### src/logic/tcm_pkg.sv
// package: constants and types of the timer channel mode control block
`default_nettype none
package tcm_pkg;
	localparam int NCH = 3;
	localparam int CVW = 16;
	localparam int NPS = 5;
	localparam int PS_STEP = 2;
	// address map: slot in addr[7:6], register in addr[5:0]
	localparam logic [1:0] SLOT_BLK = 2'h3;
	localparam logic [5:0] OFS_CMD = 6'h00;
	localparam logic [5:0] OFS_MODE = 6'h04;
	localparam logic [5:0] OFS_CV = 6'h10;
	localparam logic [5:0] OFS_RA = 6'h14;
	localparam logic [5:0] OFS_RB = 6'h18;
	localparam logic [5:0] OFS_RC = 6'h1C;
	localparam logic [5:0] OFS_STAT = 6'h20;
	localparam logic [5:0] OFS_ROUTE = 6'h04;
	localparam int HTRANS_ACT = 1;
	localparam logic [2:0] SIZE_WORD = 3'h2;
	localparam logic HRESP_OKAY = 1'b0;
	// field codes
	localparam logic [1:0] EDGE_NONE = 2'h0;
	localparam logic [1:0] EDGE_RISE = 2'h1;
	localparam logic [1:0] EDGE_FALL = 2'h2;
	localparam logic [1:0] EDGE_BOTH = 2'h3;
	localparam logic [1:0] ACT_NONE = 2'h0;
	localparam logic [1:0] ACT_SET = 2'h1;
	localparam logic [1:0] ACT_CLR = 2'h2;
	localparam logic [1:0] ACT_TOG = 2'h3;
	localparam logic [1:0] ROUTE_PIN = 2'h0;
	localparam logic [1:0] ROUTE_NONE = 2'h1;
	localparam logic [1:0] ROUTE_LO = 2'h2;
	localparam logic [1:0] ROUTE_HI = 2'h3;
	localparam logic [2:0] CLKS_XC0 = 3'h5;
	localparam logic [1:0] GATE_NONE = 2'h0;
	localparam logic [1:0] GATE_XC0 = 2'h1;
	localparam logic [1:0] EVT_LINE_B = 2'h0;
	localparam logic [1:0] EVT_XC0 = 2'h1;
	localparam int SHP_UPDN = 0;
	localparam int SHP_AUTO = 1;
	localparam logic [CVW-1:0] CV_MAX = 16'hFFFF;
	localparam logic [CVW-1:0] CV_ONE = 16'h0001;
	////////////////////////////////////////////////////////////////
	typedef struct packed {
		logic [28:0] rsv;
		logic soft_trigger_cmd;
		logic clock_disable_cmd;
		logic clock_enable_cmd;
	} tcm_cmd_s;
	typedef struct packed {
		logic [25:0] rsv;
		logic [1:0] ext_line2_route;
		logic [1:0] ext_line1_route;
		logic [1:0] ext_line0_route;
	} tcm_route_s;
	typedef struct packed {
		logic [11:0] rsv_hi;
		logic [1:0] b_load_edge;
		logic [1:0] a_load_edge;
		logic wave;
		logic c_match_trigger_enable;
		logic [2:0] rsv_mid;
		logic trigger_line_select;
		logic [1:0] trigger_edge_select;
		logic disable_on_b_load;
		logic stop_on_b_load;
		logic [1:0] burst;
		logic clock_invert;
		logic [2:0] clock_source_select;
	} tcm_cap_s;
	typedef struct packed {
		logic [1:0] soft_trigger_action_line_b;
		logic [1:0] event_action_line_b;
		logic [1:0] c_match_action_line_b;
		logic [1:0] b_match_action_line_b;
		logic [1:0] soft_trigger_action_line_a;
		logic [1:0] event_action_line_a;
		logic [1:0] c_match_action_line_a;
		logic [1:0] a_match_action_line_a;
		logic wave;
		logic [1:0] shape_select;
		logic event_trigger_enable;
		logic [1:0] event_source_select;
		logic [1:0] event_edge_select;
		logic disable_on_c_match;
		logic stop_on_c_match;
		logic [1:0] burst;
		logic clock_invert;
		logic [2:0] clock_source_select;
	} tcm_wav_s;
	typedef struct packed {
		logic [12:0] rsv_hi;
		logic mirror_b;
		logic mirror_a;
		logic clock_on;
		logic [15:0] rsv_lo;
	} tcm_stat_s;
	typedef struct packed {
		logic [31:0] mode;
		logic [CVW-1:0] cv;
		logic [CVW-1:0] ra;
		logic [CVW-1:0] rb;
		logic [CVW-1:0] rc;
		logic en;
		logic run;
		logic dn;
		logic ta;
		logic tb;
		logic a_oe;
		logic b_oe;
		logic pg;
		logic pa;
		logic pb;
		logic pe;
	} tcm_ch_s;
	typedef struct packed {
		logic hrdy;
		logic hresp;
		logic [31:0] hrdata;
		logic wr_v;
		logic rd_v;
		logic [7:0] addr;
		tcm_route_s route;
		tcm_ch_s [NCH-1:0] ch;
	} tcm_st_s;
	localparam tcm_st_s ST_RST = '{hrdy: 1'b1, default: '0};
endpackage
`default_nettype wire

### src/logic/tcm_prescaler.sv
// divider: square-wave levels for the internal prescaled clocks
`default_nettype none
module tcm_prescaler #(
	parameter int NPS = tcm_pkg::NPS,
	parameter int STEP = tcm_pkg::PS_STEP
) (
	input wire logic sys_clk,
	input wire logic reset_n,
	output logic [NPS-1:0] lvl
);
	import tcm_pkg::*;
	localparam int W = STEP * (NPS - 1) + 1;
	typedef struct packed {
		logic [W-1:0] cnt;
	} tcm_ps_s;
	tcm_ps_s st_r;
	tcm_ps_s st_nxt;

	// free-running count; level k is bit STEP*k, so each level is a clean square wave
	always_comb begin
		st_nxt = st_r;
		st_nxt.cnt = st_r.cnt + W'(1);
	end

	always_ff @(posedge sys_clk or negedge reset_n) begin
		if (!reset_n) begin
			st_r <= '0;
		end else begin
			st_r <= st_nxt;
		end
	end

	for (genvar k = 0; k < NPS; k++) begin : g_lvl
		assign lvl[k] = st_r.cnt[STEP * k];
	end
endmodule
`default_nettype wire

### src/logic/tcm_top.sv
// top: AHB-Lite register slave, external clock routing and three timer channels
//
// Notes on behaviour
// - external line 0 routes pin 0, nothing, channel 1 line A or channel 2 line A
// - external line 1 routes pin 1, nothing, channel 0 line A or channel 2 line A
// - external line 2 routes pin 2, nothing, channel 0 line A or channel 1 line A
// - command enable bit starts the clock unless disable is also written or a disable on C match or B load fires in that cycle
// - command disable bit stops the clock and beats a simultaneous enable
// - command soft trigger bit resets the count and starts the clock
// - source field picks five prescaled clocks or three external lines; invert picks falling
// - gating field ANDs the chosen clock with external line 0, 1 or 2
// - capture: stop-on-B-load stops the clock when hold B loads
// - capture: disable-on-B-load disables the clock when hold B loads
// - capture: trigger from line A or B with none, rising, falling, each edge
// - capture: C match trigger bit makes a C match reset and restart the count
// - mode bit 15 picks capture at zero and waveform at one
// - waveform: C match stops and/or disables the clock per two bits
// - waveform: event source line B, or line 0..2; line B output otherwise
// - waveform: event trigger bit lets the event reset and restart the count
// - shape field: up with or without C match trigger, or up-down turning at hold C or at all ones
// - waveform: event edge none, rising, falling or each edge
// - line A reacts to A match, C match, event, soft trigger by set/clear/toggle
// - line B reacts to B match, C match, event, soft trigger likewise
// - hold A and B writable by software only in waveform mode
//
// Our own choices: the address map and the AHB-Lite interface to the registers.
`default_nettype none
module tcm_top #(
	parameter int PS_STEP = tcm_pkg::PS_STEP
) (
	input wire logic sys_clk,
	input wire logic reset_n,
	input wire logic hsel,
	input wire logic [31:0] haddr,
	input wire logic [1:0] htrans,
	input wire logic hwrite,
	input wire logic [2:0] hsize,
	input wire logic [31:0] hwdata,
	input wire logic hready,
	output logic hreadyout,
	output logic [31:0] hrdata,
	output logic hresp,
	input wire logic [tcm_pkg::NCH-1:0] clock_input_pin,
	input wire logic [tcm_pkg::NCH-1:0] line_a_in,
	output logic [tcm_pkg::NCH-1:0] line_a_out,
	output logic [tcm_pkg::NCH-1:0] line_a_oe,
	input wire logic [tcm_pkg::NCH-1:0] line_b_in,
	output logic [tcm_pkg::NCH-1:0] line_b_out,
	output logic [tcm_pkg::NCH-1:0] line_b_oe
);
	import tcm_pkg::*;

	tcm_st_s st_r;
	tcm_st_s st_nxt;
	logic [NPS-1:0] ps_lvl;
	logic [NCH-1:0] xc;
	logic [NCH-1:0] la;
	logic [NCH-1:0] lb;
	logic [NCH-1:0] tick_w;
	logic [NCH-1:0] trig_w;
	logic [NCH-1:0] cc_w;
	logic [NCH-1:0] lda_w;
	logic [NCH-1:0] ldb_w;
	logic [NCH-1:0] sw_w;
	logic [NCH-1:0] en_w;
	logic [NCH-1:0] dis_w;
	logic [31:0] rd_mux;
	logic [1:0] slot;
	logic [5:0] ofs;
	logic acc;
	logic wrc;
	logic wave;
	logic lvl;
	logic gate;
	logic src;
	logic ev;
	logic hit_a;
	logic hit_b;
	logic stop;
	logic kill;
	logic up_dir;
	logic [CVW-1:0] top_v;
	tcm_cmd_s cmd;
	tcm_cap_s cp;
	tcm_wav_s wv;
	tcm_stat_s sr;

	////////////////////////////////////////////////////////////////
	// helpers

	function automatic logic route_pick(input logic [1:0] sel, input logic pin, input logic a_lo,
		input logic a_hi);
		unique case (sel)
			ROUTE_PIN: return pin;
			ROUTE_NONE: return 1'b0;
			ROUTE_LO: return a_lo;
			ROUTE_HI: return a_hi;
		endcase
	endfunction

	function automatic logic edge_hit(input logic [1:0] sel, input logic cur, input logic prv);
		unique case (sel)
			EDGE_NONE: return 1'b0;
			EDGE_RISE: return cur && !prv;
			EDGE_FALL: return !cur && prv;
			EDGE_BOTH: return cur ^ prv;
		endcase
	endfunction

	function automatic logic act(input logic [1:0] code, input logic hit, input logic cur);
		if (!hit) begin
			return cur;
		end
		unique case (code)
			ACT_NONE: return cur;
			ACT_SET: return 1'b1;
			ACT_CLR: return 1'b0;
			ACT_TOG: return !cur;
		endcase
	endfunction

	tcm_prescaler #(
		.NPS(NPS),
		.STEP(PS_STEP)
	) u_ps (
		.sys_clk(sys_clk),
		.reset_n(reset_n),
		.lvl(ps_lvl)
	);

	////////////////////////////////////////////////////////////////
	// next state

	always_comb begin
		st_nxt = st_r;
		slot = st_r.addr[7:6];
		ofs = st_r.addr[5:0];
		cmd = tcm_cmd_s'(hwdata);
		rd_mux = '0;
		sr = '0;
		tick_w = '0;
		trig_w = '0;
		cc_w = '0;
		lda_w = '0;
		ldb_w = '0;
		sw_w = '0;
		en_w = '0;
		dis_w = '0;
		wrc = 1'b0;
		wave = 1'b0;
		lvl = 1'b0;
		gate = 1'b0;
		src = 1'b0;
		ev = 1'b0;
		hit_a = 1'b0;
		hit_b = 1'b0;
		stop = 1'b0;
		kill = 1'b0;
		up_dir = 1'b0;
		top_v = '0;
		cp = '0;
		wv = '0;
		// pin level of each line: own drive when enabled, else the input
		for (int c = 0; c < NCH; c++) begin
			la[c] = st_r.ch[c].a_oe ? st_r.ch[c].ta : line_a_in[c];
			lb[c] = st_r.ch[c].b_oe ? st_r.ch[c].tb : line_b_in[c];
		end
		xc[0] = route_pick(st_r.route.ext_line0_route, clock_input_pin[0], la[1], la[2]);
		xc[1] = route_pick(st_r.route.ext_line1_route, clock_input_pin[1], la[0], la[2]);
		xc[2] = route_pick(st_r.route.ext_line2_route, clock_input_pin[2], la[0], la[1]);

		// read mux; unmapped offsets read zero
		if (slot == SLOT_BLK) begin
			if (ofs == OFS_ROUTE) begin
				rd_mux = st_r.route;
			end
		end else begin
			sr.clock_on = st_r.ch[slot].en;
			sr.mirror_a = la[slot];
			sr.mirror_b = lb[slot];
			unique case (ofs)
				OFS_MODE: rd_mux = st_r.ch[slot].mode;
				OFS_CV: rd_mux = 32'(st_r.ch[slot].cv);
				OFS_RA: rd_mux = 32'(st_r.ch[slot].ra);
				OFS_RB: rd_mux = 32'(st_r.ch[slot].rb);
				OFS_RC: rd_mux = 32'(st_r.ch[slot].rc);
				OFS_STAT: rd_mux = sr;
				default: rd_mux = '0;
			endcase
		end

		// bus: writes take no wait, reads one wait so a prior write is always seen
		st_nxt.hrdy = 1'b1;
		st_nxt.hresp = HRESP_OKAY;
		st_nxt.wr_v = 1'b0;
		st_nxt.rd_v = 1'b0;
		if (st_r.rd_v) begin
			st_nxt.hrdata = rd_mux;
		end
		acc = hsel && htrans[HTRANS_ACT] && hready;
		if (acc) begin
			st_nxt.addr = haddr[7:0];
			st_nxt.wr_v = hwrite && (hsize == SIZE_WORD);
			st_nxt.rd_v = !hwrite;
			st_nxt.hrdy = hwrite;
		end
		if (st_r.wr_v && slot == SLOT_BLK && ofs == OFS_ROUTE) begin
			st_nxt.route = tcm_route_s'(hwdata);
			st_nxt.route.rsv = '0;
		end

		for (int c = 0; c < NCH; c++) begin
			cp = tcm_cap_s'(st_r.ch[c].mode);
			wv = tcm_wav_s'(st_r.ch[c].mode);
			// one bit splits the mode register into two views
			wave = cp.wave;
			wrc = st_r.wr_v && (slot == 2'(c));
			if (wrc && ofs == OFS_MODE) begin
				st_nxt.ch[c].mode = hwdata;
			end
			if (wrc && ofs == OFS_RC) begin
				st_nxt.ch[c].rc = hwdata[CVW-1:0];
			end
			// hold A and B are read-only while capturing
			if (wrc && wave && ofs == OFS_RA) begin
				st_nxt.ch[c].ra = hwdata[CVW-1:0];
			end
			if (wrc && wave && ofs == OFS_RB) begin
				st_nxt.ch[c].rb = hwdata[CVW-1:0];
			end

			if (cp.clock_source_select < CLKS_XC0) begin
				lvl = ps_lvl[cp.clock_source_select];
			end else begin
				lvl = xc[2'(cp.clock_source_select - CLKS_XC0)];
			end
			// burst gating by an external line
			gate = (cp.burst == GATE_NONE) ? 1'b1 : xc[2'(cp.burst - GATE_XC0)];
			lvl = lvl && gate;
			st_nxt.ch[c].pg = lvl;
			tick_w[c] = st_r.ch[c].en && st_r.ch[c].run &&
				(cp.clock_invert ? (st_r.ch[c].pg && !lvl) : (!st_r.ch[c].pg && lvl));

			src = cp.trigger_line_select ? la[c] : lb[c];
			if (wave) begin
				src = (wv.event_source_select == EVT_LINE_B) ? lb[c] : xc[2'(wv.event_source_select - EVT_XC0)];
			end
			// edge of the event or trigger
			ev = edge_hit(wave ? wv.event_edge_select : cp.trigger_edge_select, src, st_r.ch[c].pe);
			st_nxt.ch[c].pe = src;
			st_nxt.ch[c].pa = la[c];
			st_nxt.ch[c].pb = lb[c];

			// compares act on a counting edge while the count sits on the hold value
			hit_a = tick_w[c] && st_r.ch[c].cv == st_r.ch[c].ra;
			hit_b = tick_w[c] && st_r.ch[c].cv == st_r.ch[c].rb;
			cc_w[c] = tick_w[c] && st_r.ch[c].cv == st_r.ch[c].rc;

			// capture loads on line A edges
			lda_w[c] = !wave && edge_hit(cp.a_load_edge, la[c], st_r.ch[c].pa);
			ldb_w[c] = !wave && edge_hit(cp.b_load_edge, la[c], st_r.ch[c].pa);
			if (lda_w[c]) begin
				st_nxt.ch[c].ra = st_r.ch[c].cv;
			end
			if (ldb_w[c]) begin
				st_nxt.ch[c].rb = st_r.ch[c].cv;
			end

			// all trigger sources merge into one reset
			sw_w[c] = wrc && ofs == OFS_CMD && cmd.soft_trigger_cmd;
			if (wave) begin
				trig_w[c] = sw_w[c] || (ev && wv.event_trigger_enable) ||
					(cc_w[c] && wv.shape_select[SHP_AUTO] && !wv.shape_select[SHP_UPDN]);
			end else begin
				trig_w[c] = sw_w[c] || ev || (cc_w[c] && cp.c_match_trigger_enable);
			end

			// count shape; up-down turns at the top and at zero
			top_v = wv.shape_select[SHP_AUTO] ? st_r.ch[c].rc : CV_MAX;
			if (trig_w[c]) begin
				st_nxt.ch[c].cv = '0;
				st_nxt.ch[c].dn = 1'b0;
				st_nxt.ch[c].run = 1'b1;
			end else if (tick_w[c]) begin
				if (wave && wv.shape_select[SHP_UPDN]) begin
					up_dir = st_r.ch[c].dn ? (st_r.ch[c].cv == '0) : (st_r.ch[c].cv != top_v);
					st_nxt.ch[c].dn = !up_dir;
					st_nxt.ch[c].cv = up_dir ? st_r.ch[c].cv + CV_ONE : st_r.ch[c].cv - CV_ONE;
				end else begin
					st_nxt.ch[c].cv = st_r.ch[c].cv + CV_ONE;
				end
			end

			stop = wave ? (cc_w[c] && wv.stop_on_c_match) : (ldb_w[c] && cp.stop_on_b_load);
			kill = wave ? (cc_w[c] && wv.disable_on_c_match) : (ldb_w[c] && cp.disable_on_b_load);
			if (stop) begin
				st_nxt.ch[c].run = 1'b0;
			end
			en_w[c] = wrc && ofs == OFS_CMD && cmd.clock_enable_cmd;
			dis_w[c] = (wrc && ofs == OFS_CMD && cmd.clock_disable_cmd) || kill;
			if (en_w[c] && !dis_w[c]) begin
				st_nxt.ch[c].en = 1'b1;
				st_nxt.ch[c].run = 1'b1;
			end
			if (dis_w[c]) begin
				st_nxt.ch[c].en = 1'b0;
				st_nxt.ch[c].run = 1'b0;
			end

			// line A actions; applied in order so the soft trigger wins
			if (wave) begin
				st_nxt.ch[c].ta = act(wv.a_match_action_line_a, hit_a, st_r.ch[c].ta);
				st_nxt.ch[c].ta = act(wv.c_match_action_line_a, cc_w[c], st_nxt.ch[c].ta);
				st_nxt.ch[c].ta = act(wv.event_action_line_a, ev, st_nxt.ch[c].ta);
				st_nxt.ch[c].ta = act(wv.soft_trigger_action_line_a, sw_w[c], st_nxt.ch[c].ta);
			end
			// line B actions, only while line B is an output
			if (wave && wv.event_source_select != EVT_LINE_B) begin
				st_nxt.ch[c].tb = act(wv.b_match_action_line_b, hit_b, st_r.ch[c].tb);
				st_nxt.ch[c].tb = act(wv.c_match_action_line_b, cc_w[c], st_nxt.ch[c].tb);
				st_nxt.ch[c].tb = act(wv.event_action_line_b, ev, st_nxt.ch[c].tb);
				st_nxt.ch[c].tb = act(wv.soft_trigger_action_line_b, sw_w[c], st_nxt.ch[c].tb);
			end
			// pin directions follow the mode about to take effect
			cp = tcm_cap_s'(st_nxt.ch[c].mode);
			wv = tcm_wav_s'(st_nxt.ch[c].mode);
			st_nxt.ch[c].a_oe = cp.wave;
			st_nxt.ch[c].b_oe = cp.wave && wv.event_source_select != EVT_LINE_B;
		end
	end

	// state register
	always_ff @(posedge sys_clk or negedge reset_n) begin
		if (!reset_n) begin
			st_r <= ST_RST;
		end else begin
			st_r <= st_nxt;
		end
	end

	// outputs straight from the state register
	assign hreadyout = st_r.hrdy;
	assign hrdata = st_r.hrdata;
	assign hresp = st_r.hresp;
	for (genvar g = 0; g < NCH; g++) begin : g_out
		assign line_a_out[g] = st_r.ch[g].ta;
		assign line_a_oe[g] = st_r.ch[g].a_oe;
		assign line_b_out[g] = st_r.ch[g].tb;
		assign line_b_oe[g] = st_r.ch[g].b_oe;
	end

	////////////////////////////////////////////////////////////////
	// checks on channel 0 and the bus

	tcm_cap_s cap0;
	tcm_wav_s wav0;
	assign cap0 = st_r.ch[0].mode;
	assign wav0 = st_r.ch[0].mode;
endmodule
`default_nettype wire

### config.mk
export PLATFORM = sky130hd
export DESIGN_NAME = tcm_top
export DESIGN_NICKNAME = d
export VERILOG_FILES = /design/src/logic/tcm_pkg.sv /design/src/logic/tcm_prescaler.sv /design/src/logic/tcm_top.sv
export SDC_FILE = /design/constraint.sdc
export NUM_CORES = 1
export LEC_CHECK = 0
export BUFFER_PORTS_ARGS = -buffer_cell sky130_fd_sc_hd__buf_4
export CAP_MARGIN = 20
export CORE_UTILIZATION = 45
export DETAILED_ROUTE_END_ITERATION = 10
export GPL_ROUTABILITY_DRIVEN = 0
export HOLD_SLACK_MARGIN = 0.06
export PLACE_DENSITY_LB_ADDON = 0.12
export SLEW_MARGIN = 5
export SYNTH_ARGS = -nofsm -noshare
export SYNTH_HDL_FRONTEND = slang
export SYNTH_SLANG_ARGS = --single-unit
export TNS_END_PERCENT = 1
### constraint.sdc
create_clock -name sys_clk -period 5.6 [get_ports sys_clk]
set_input_delay 0.84 -clock sys_clk [delete_from_list [all_inputs] [get_ports sys_clk]]
set_output_delay 0.84 -clock sys_clk [all_outputs]
set_load 0.05 [all_outputs]
Word level (Yosys, flattened, before mapping)
Index checks and enable logic that the tools add are counted.
- $add $sub $neg: 16
- magnitude comparators: 16
- eq/ne operators: 112
- multiplexer cells: 263
- bitwise gates (word level): 6
- reduce and logical (&&, ||, !) cells: 248
- operator list (kind ; number):
    two-way mux 16 bit ; 30
    binary-select mux 107 bit (select 2 bit) ; 1
    one-hot mux 32 bit (6 select lines) ; 1
    two-way mux 1 bit ; 171
    == test 16 bit ; 9
    one-hot mux 1 bit (4 select lines) ; 36
    == test 2 bit, second input constant ; 62
    logical AND 1 bit ; 110
    two-way mux 107 bit ; 1
    zero test 2 bit ; 37
    == test 2 x 1 -> 1 bit, second input constant ; 31
    zero test 1 bit ; 55
    adder 16 x 1 -> 16 bit, second input constant ; 3
    zero test 16 bit ; 3
    != test 16 bit ; 3
    subtractor 16 x 1 -> 16 bit, second input constant ; 3
    nonzero test 2 bit ; 21
    two-way mux 32 bit ; 1
    < comparator 2 x 3 -> 1 bit, second input constant ; 10
    == test 6 x 5 -> 1 bit, second input constant ; 4
    binary-select mux 1 bit (select 2 bit) ; 11
    subtractor 2 x 1 -> 2 bit, second input constant ; 9
    logical OR 1 bit ; 15
    < comparator 3 x 4 -> 1 bit, second input constant ; 3
    13 further kinds ; 31
- register bits after elaboration: 379
- bits of input ports: 83
- output and inout port bits: 46
- logic and storage cells: 721

Depth between registers and ports, before layout
Gate-level depths: netlist (run 1).
- depth in word-level cells: 26
- depth in mapped cells: 22
- depth with buffers taken out: 20

By module
Synthesis (run 1) repeated with hierarchy kept, for this count alone.
- cells, all modules: 2562
- area, all modules: 23597.6 µm²
- modules (own cells, without submodules) (module ; instances ; cells an instance ; area each (µm²) ; seq. area each (µm²)):
    tcm_top ; 1 ; 2529 ; 23202.3 ; 9110.0
    tcm_prescaler ; 1 ; 33 ; 395.4 ; 225.2

Worst setup path before layout (run 1)
OpenSTA, ideal clock, no wires.
- path type: input -> register
- from: input line_a_in[0] in the netlist's numbering
- to: register st_r, in the netlist line_a_out[1]
- library setup time: 0.123 ns
- arrival: 3.876 ns
- required time: 5.477 ns
- setup slack: 1.602 ns
- cell stages on the path: 20
- path buffers: 1
- cells stage by stage: mux2i_2 a211oi_2 or2_2 nor2_1 a21oi_1 a21oi_1 o21ai_0 a21o_1 ha_1 nor2b_1 o21ai_0 nand2_1 clkbuf_1 a21oi_1 nor2_1 o21ai_0 o211ai_1 a2111oi_0 o21a_1 a211oi_2
- RTL lines (item ; line ; RTL):
    start: declaration ; tcm_top.sv:44 ; input wire logic [tcm_pkg::NCH-1:0] line_a_in,
    end signal: assignment ; tcm_top.sv:337 ; st_r <= st_nxt;
    end: declaration ; tcm_top.sv:53 ; tcm_st_s st_r;

==> results_dict.tcl, run 1 <==
set metrics [dict create \
    cts_buffers 45 \
    worst-path-buf-inv 1 \
    ys.flop_type "dfrtp_1" \
    wl_met1_um 35600 \
    ctsRootBufferMaster "clkbuf_16" \
    syn_to_final_growth_pct 11.2 \
    core.rowCount 83 \
    setup_violations 0 \
    synth_top_area_share_pct 39.4 \
    worst_setup_path_start_kind "flip-flop" \
    leakage_nw 11.6 \
    layout-drive-gt1-share_pct 16.6 \
    drv_slew 0 \
    floorplan.initialDensity_pct 45.8 \
    htreeDepth 2 \
    first_pass_iters 7 \
    cts_setup_buffers 0 \
    die-width_um 231 \
    outcome "finished, final reports clean" \
    place_inst 3204 \
    r2r-start "line_a_out[0]" \
    wl_um 85800 \
    crit_slowest_cell "mux2i_2" \
    slew_headroom_pct 21.0 \
    period_share_pct 79.2 \
    hold_path.class "in -> async" \
    wl_met3_um 6610 \
    async_flop_share_pct 100 \
    syn-instance-count 2598 \
    clockBufferDepth 3 \
    cts_sinks 373 \
    period_minus_slack_ps 4430 \
    die_height_um 231 \
    synth_top_cell_by_area "dfrtp_1" \
    io_buffers 102 \
    grt_pass1_wl_um 128000 \
    cts.clk_slew.worst_paths_ps 60 \
    critical_path_class "reg -> reg" \
    reg2reg_depth 20 \
    synth_edf_count 0 \
    rsz0062_at_grt "false" \
    nets 2685 \
    netlist_top_cells_area "dfrtp_1 39%, mux2_2 7.8%, mux2i_1 6.9%, nand2_1 4.5%, o21ai_0 2.9%" \
    syn_area_um2 23600 \
    dr_wl_met2_um 39000 \
    ys_seq_area_share_pct 39.5 \
    fmax_ghz 0.226 \
    arrival_ps 4910 \
    highest_layer "met4" \
    cts_tree "built" \
    reg2reg_slack_ps 1170 \
    post_drt_wl_per_cell_um 26.1 \
    overflow 0 \
    path_cells "mux2i_2 > a211oi_2 > or2_2 > nor2_1 > a21oi_1 > a21oi_1 > o21ai_0 > a21o_1 > ha_1 > nor2b_1 > o21ai_0 > nand2_1 > buf_4 > a21oi_1 > nor2_1 > o21ai_0 > o211ai_1 > a2111oi_0 > o21a_1 > a211oi_2" \
    fin_ws_ps 1170 \
    dpl.hpwl_um 60700 \
    vdd_ir_drop_max_mv 0.201 \
    antenna_left 0 \
    cts-resized-gates 0 \
    fin_util_pct 50.9 \
    synth_seq_cells 373 \
    avgSynthCellArea_um2 9.10 \
    die_area_um2 53400 \
    drc_errors 0 \
    mostFrequentLayoutCell "dfrtp_1" \
    dp_slack_ps 742 \
    finClkSkew_ps 18.3 \
    tns_ps 0 \
    cp_max_fo 10 \
    crit_path_end_kind "flip-flop" \
    hold_buffers 0 \
    ys_warn_count 0 \
    worst_path_largest_cell_delay_ps 510 \
    vias_per_cell 6.23 \
    worst_pin_slew_ps 1170 \
    syn-num-nets 2709 \
    vias 20510 \
    critical_path_required_ps 6080 \
    maxCapViolations 0 \
    path_delay_family "compound AO/OA/AOI/OAI gates" \
    regArea_um2 9340 \
    multi_input_area_um2 12900 \
    coreArea_um2 51600 \
    nFillCells 4739 \
    track_usage_pct 32.2 \
    layout.cells.non_filler 3291 \
    io_pins 129 \
    power_density_nw_per_um2 303 \
    ys_types 87 \
    drtIter0Drc 2150 \
    mostFrequentLayoutCells "370 x dfrtp_1, 282 x nand2_1, 173 x nor2_1" \
    rr_endpoint "line_a_out[1]" \
    worstSetupStartpoint "line_a_out[0]" \
    hold_viol_final 0 \
    clk_latency_ps 600 \
    grt_max_degree 110 \
    grt_antenna_before_repair 2 \
    grt_pass1_vias 19578 \
]
[sequential cells by signal (all words and copies together) (netlist names)]
| name | flops |
|---|---|
| hreadyout | 1 |
| hrdata | 32 |
| line_b_out | 3 |
| st_r | 282 |
| slot | 2 |
| line_a_out | 3 |
| line_b_oe | 3 |
| u_ps.st_r | 9 |
| cap0 | 32 |
| ofs | 6 |
[per-layer routing]
layer	vias up	GRT usage, %
li1	9165	-
met1	10143	42.8
met2	990	50.7
met3	212	4.96
met4	0	16.6
met5	-	0
[synthesized netlist by cell type, types with 14 or more instances]
cell type	number
a31oi_1	14
o2111ai_1	16
clkbuf_1	142
o221ai_1	16
ha_1	28
nand2b_1	55
a22oi_1	40
nor3_1	35
and3_1	23
o22ai_1	45
nand4_1	42
xnor2_1	77
xor2_1	68
nor2_1	176
nor2b_1	28
nand2_1	282
a21oi_1	134
o21ai_0	137
a211oi_1	20
mux2_2	163
nand3_1	55
or3_1	25
and2_1	20
dfrtp_1	372
buf_1	32
buf_4	45
mux2i_1	164
o211ai_1	26
nor4_1	38
inv_1	105
[where the power goes]
| part | switching, mW | internal [mW] | total, mW | leakage, nW |
|---|---|---|---|---|
| logic | 1.09 | 0.594 | 1.68 | 6.08 |
| clock network | 1.24 | 1.90 | 3.14 | 0.774 |
| registers | 0.265 | 2.88 | 3.15 | 4.74 |
| total | 2.60 | 5.37 | 7.97 | 11.6 |
[stage by stage]
step	power [mW]	area, um^2	hold WS [ps]
after global routing	8.24	26300	343
after CTS	7.96	26200	316
final	7.97	26300	261
after floorplan	4.24	23600	438
after detailed placement	4.83	24700	461
after global placement	4.80	24700	456
[area by class of cell]
| cell class | count | area share (%) |
|---|---|---|
| Timing Repair Buffer | 157 | 4.71 |
| Multi-Input combinational cell | 1890 | 49.0 |
| Inverter | 107 | 1.53 |
| Antenna cell | 1 | 0.00952 |
| Sequential cell | 373 | 35.6 |
| Clock buffer | 68 | 5.16 |
| Tap cell | 680 | 3.24 |
| Clock inverter | 15 | 0.776 |
[kinds of logic after synthesis]
family | count (synthesis) | share of synthesized area, %
fa+ha+maj | 28 | 1.48
mux | 334 | 15.3
other cells | 1 | 0.0159
simple gates | 837 | 17.4
buf+inv | 335 | 6.14
xor+xnor | 145 | 5.37
flops | 373 | 39.5
compound gates | 545 | 14.8
[worst max path at each step]
stage | to | slack (ps) | depth (start not counted)
after floorplan | line_a_out[1] | 1600 | 20
after global placement | line_a_out[1] | 720 | 21
after detailed placement | line_a_out[1] | 740 | 21
after CTS | line_a_out[1] | 1240 | 20
after global routing | line_a_out[1] | 870 | 20
final | line_a_out[1] | 1170 | 20
Note: power is estimated with default switching activity, not from simulation.
==> run 2: changes to the inputs <==
==> constraint.sdc (replaced) <==
create_clock -name sys_clk -period 4.1 [get_ports sys_clk]
set_input_delay 0.615 -clock sys_clk [delete_from_list [all_inputs] [get_ports sys_clk]]
set_output_delay 0.615 -clock sys_clk [all_outputs]
set_load 0.05 [all_outputs]
==> run 2 against run 1 <==
Compared with the run above:
- die area unchanged
- power up 39%
- critical endpoint is now line_b_out[1]
- critical path depth unchanged
- design area up 2.5%
- fmax up 11%
- sequential power up 38%
- core utilization up 1.3 points
- count of clock-buffer cells in the layout down 4
- largest power group unchanged
==> results_dict.tcl, run 2 (same netlist as run 1, synthesis figures left out) <==
set metrics [dict create \
    slew_headroom_pct 37.4 \
    mostFrequentLayoutCells "370 x dfrtp_1, 282 x nand2_1, 222 x buf_4" \
    fin_util_pct 52.2 \
    floorplan.initialDensity_pct 45.8 \
    die_height_um 231 \
    htreeDepth 2 \
    first_pass_iters 5 \
    clk_latency_ps 590 \
    vdd_ir_drop_max_mv 0.277 \
    clockBufferDepth 3 \
    io_buffers 102 \
    hold_buffers 0 \
    syn_to_final_growth_pct 13.9 \
    cp_max_fo 2 \
    core.rowCount 83 \
    fin_ws_ps 90.2 \
    worst_setup_path_start_kind "flip-flop" \
    leakage_nw 12.0 \
    critical_path_class "reg -> reg" \
    grt_max_degree 98 \
    die-width_um 231 \
    cts.clk_slew.worst_paths_ps 60 \
    ctsRootBufferMaster "clkbuf_16" \
    crit_path_end_kind "flip-flop" \
    track_usage_pct 33.3 \
    worstSetupStartpoint "st_r[197]" \
    r2r-start "st_r[197]" \
    drc_errors 0 \
    hold_path.class "in -> async" \
    cts_tree "built" \
    period_minus_slack_ps 4010 \
    setup_violations 0 \
    finClkSkew_ps 20.2 \
    power_density_nw_per_um2 411 \
    layout-drive-gt1-share_pct 19.1 \
    cts_sinks 373 \
    maxCapViolations 0 \
    dpl.hpwl_um 64600 \
    coreArea_um2 51600 \
    nets 2759 \
    critical_path_required_ps 4600 \
    tns_ps 0 \
    hold_viol_final 0 \
    vias_per_cell 6.28 \
    antenna_left 0 \
    power.total_mw 11.1 \
    whs_ps 93.2 \
    top_register "st_r" \
    cts_buffers 45 \
    drv_slew 0 \
    worst_pin_slew_ps 937 \
    grt_pass1_vias 20365 \
    grt_pass1_wl_um 132000 \
    dp_slack_ps -196 \
    mostFrequentLayoutCell "dfrtp_1" \
    post_drt_wl_per_cell_um 26.5 \
    io_pins 129 \
    vias 21133 \
    overflow 0 \
    rsz0062_at_grt "true" \
    die_area_um2 53400 \
    fmax_ghz 0.249 \
    grt_antenna_before_repair 3 \
    arrival_ps 4510 \
    nFillCells 4742 \
    drtIter0Drc 2103 \
    largest_reg_flops 282 \
    wl_um 89300 \
    outcome "finished, final reports clean" \
    period_share_pct 97.8 \
]
==> run 2: cell count changes in the layout (fill, tap and decap cells not counted), sizes merged <==
| cell | delta |
|---|---|
| clkinvlp | +1 |
| bufinv | +1 |
| clkbuf | -4 |
| buf | +75 |
| clkdlybuf4s18 | -1 |
| clkinv | +3 |
==> run 2: power by group <==
| part | internal [mW] | total (mW) | switching (mW) |
|---|---|---|---|
| Combinational | 0.890 | 2.39 | 1.50 |
| Sequential | 3.94 | 4.35 | 0.414 |
| Clock | 2.63 | 4.32 | 1.69 |
| Total | 7.46 | 11.1 | 3.60 |
==> run 2: path summary, 6_finish.rpt <==
| check | cells after the start | slack, ps | endpoint |
|---|---|---|---|
| worst max-delay path | 20 | 90 | line_b_out[1] |
| worst min-delay path | 1 | 90 | u_ps.st_r[3] |
| worst max register to register | 20 | 90 | line_b_out[1] |
| worst min register to register | 1 | 480 | u_ps.st_r[3] |
| max in group asynchronous | 2 | 3080 | st_r[135] |
| min in group sys_clk | 2 | 260 | hreadyout |
==> run 2: worst max-delay path, cell delays in order, from the launching register on <==
cell	delay, ps
dfrtp_1	400
mux2i_4	320
inv_2	100
and3_4	190
or2_2	280
nor2_1	90
a21oi_1	50
a21oi_1	140
buf_4	150
o21ai_0	70
a21o_1	210
ha_1	180
nor2b_1	130
o21ai_1	170
nand2_1	110
and3_1	210
or4_4	480
a21oi_2	140
o32ai_1	130
a21o_1	170
a211oi_1	180
==> run 2: final cells by class <==
type	instances	area, um^2	share of cell area, %
Timing Repair Buffer	231	1840	6.84
Multi-Input combinational cell	1890	12900	47.9
Tap cell	680	851	3.16
Sequential cell	373	9340	34.7
Clock inverter	20	256	0.953
Antenna cell	1	2.50	0.00929
Clock buffer	64	1330	4.94
Inverter	107	402	1.49
==> run 2: what timing repair did <==
| item | in CTS | in global routing |
|---|---|---|
| hold endpoints to repair | 0 | 0 |
| endpoints found under the setup margin | 0 | 22 |
| resized for setup | 0 | 7 |
| buffers inserted | 0 | 1 |
==> run 2: routing by layer <==
| metal | part of all wire (%) | track usage [%] | up-vias |
|---|---|---|---|
| met4 | 6.4 | 19.3 | 4 |
| met1 | 40 | 43.5 | 10478 |
| met2 | 45 | 52.2 | 1094 |
| met3 | 8.6 | 5.49 | 258 |
| met5 | 0.026 | 0 | - |
| li1 | - | - | 9299 |
==> run 2: metrics by stage <==
step / std cells / area, um^2
after floorplan: 2598 / 23600
after global placement: 3280 / 25300
after detailed placement: 3280 / 25300
after CTS: 3364 / 26900
after global routing: 3365 / 26900
final: 3366 / 26900
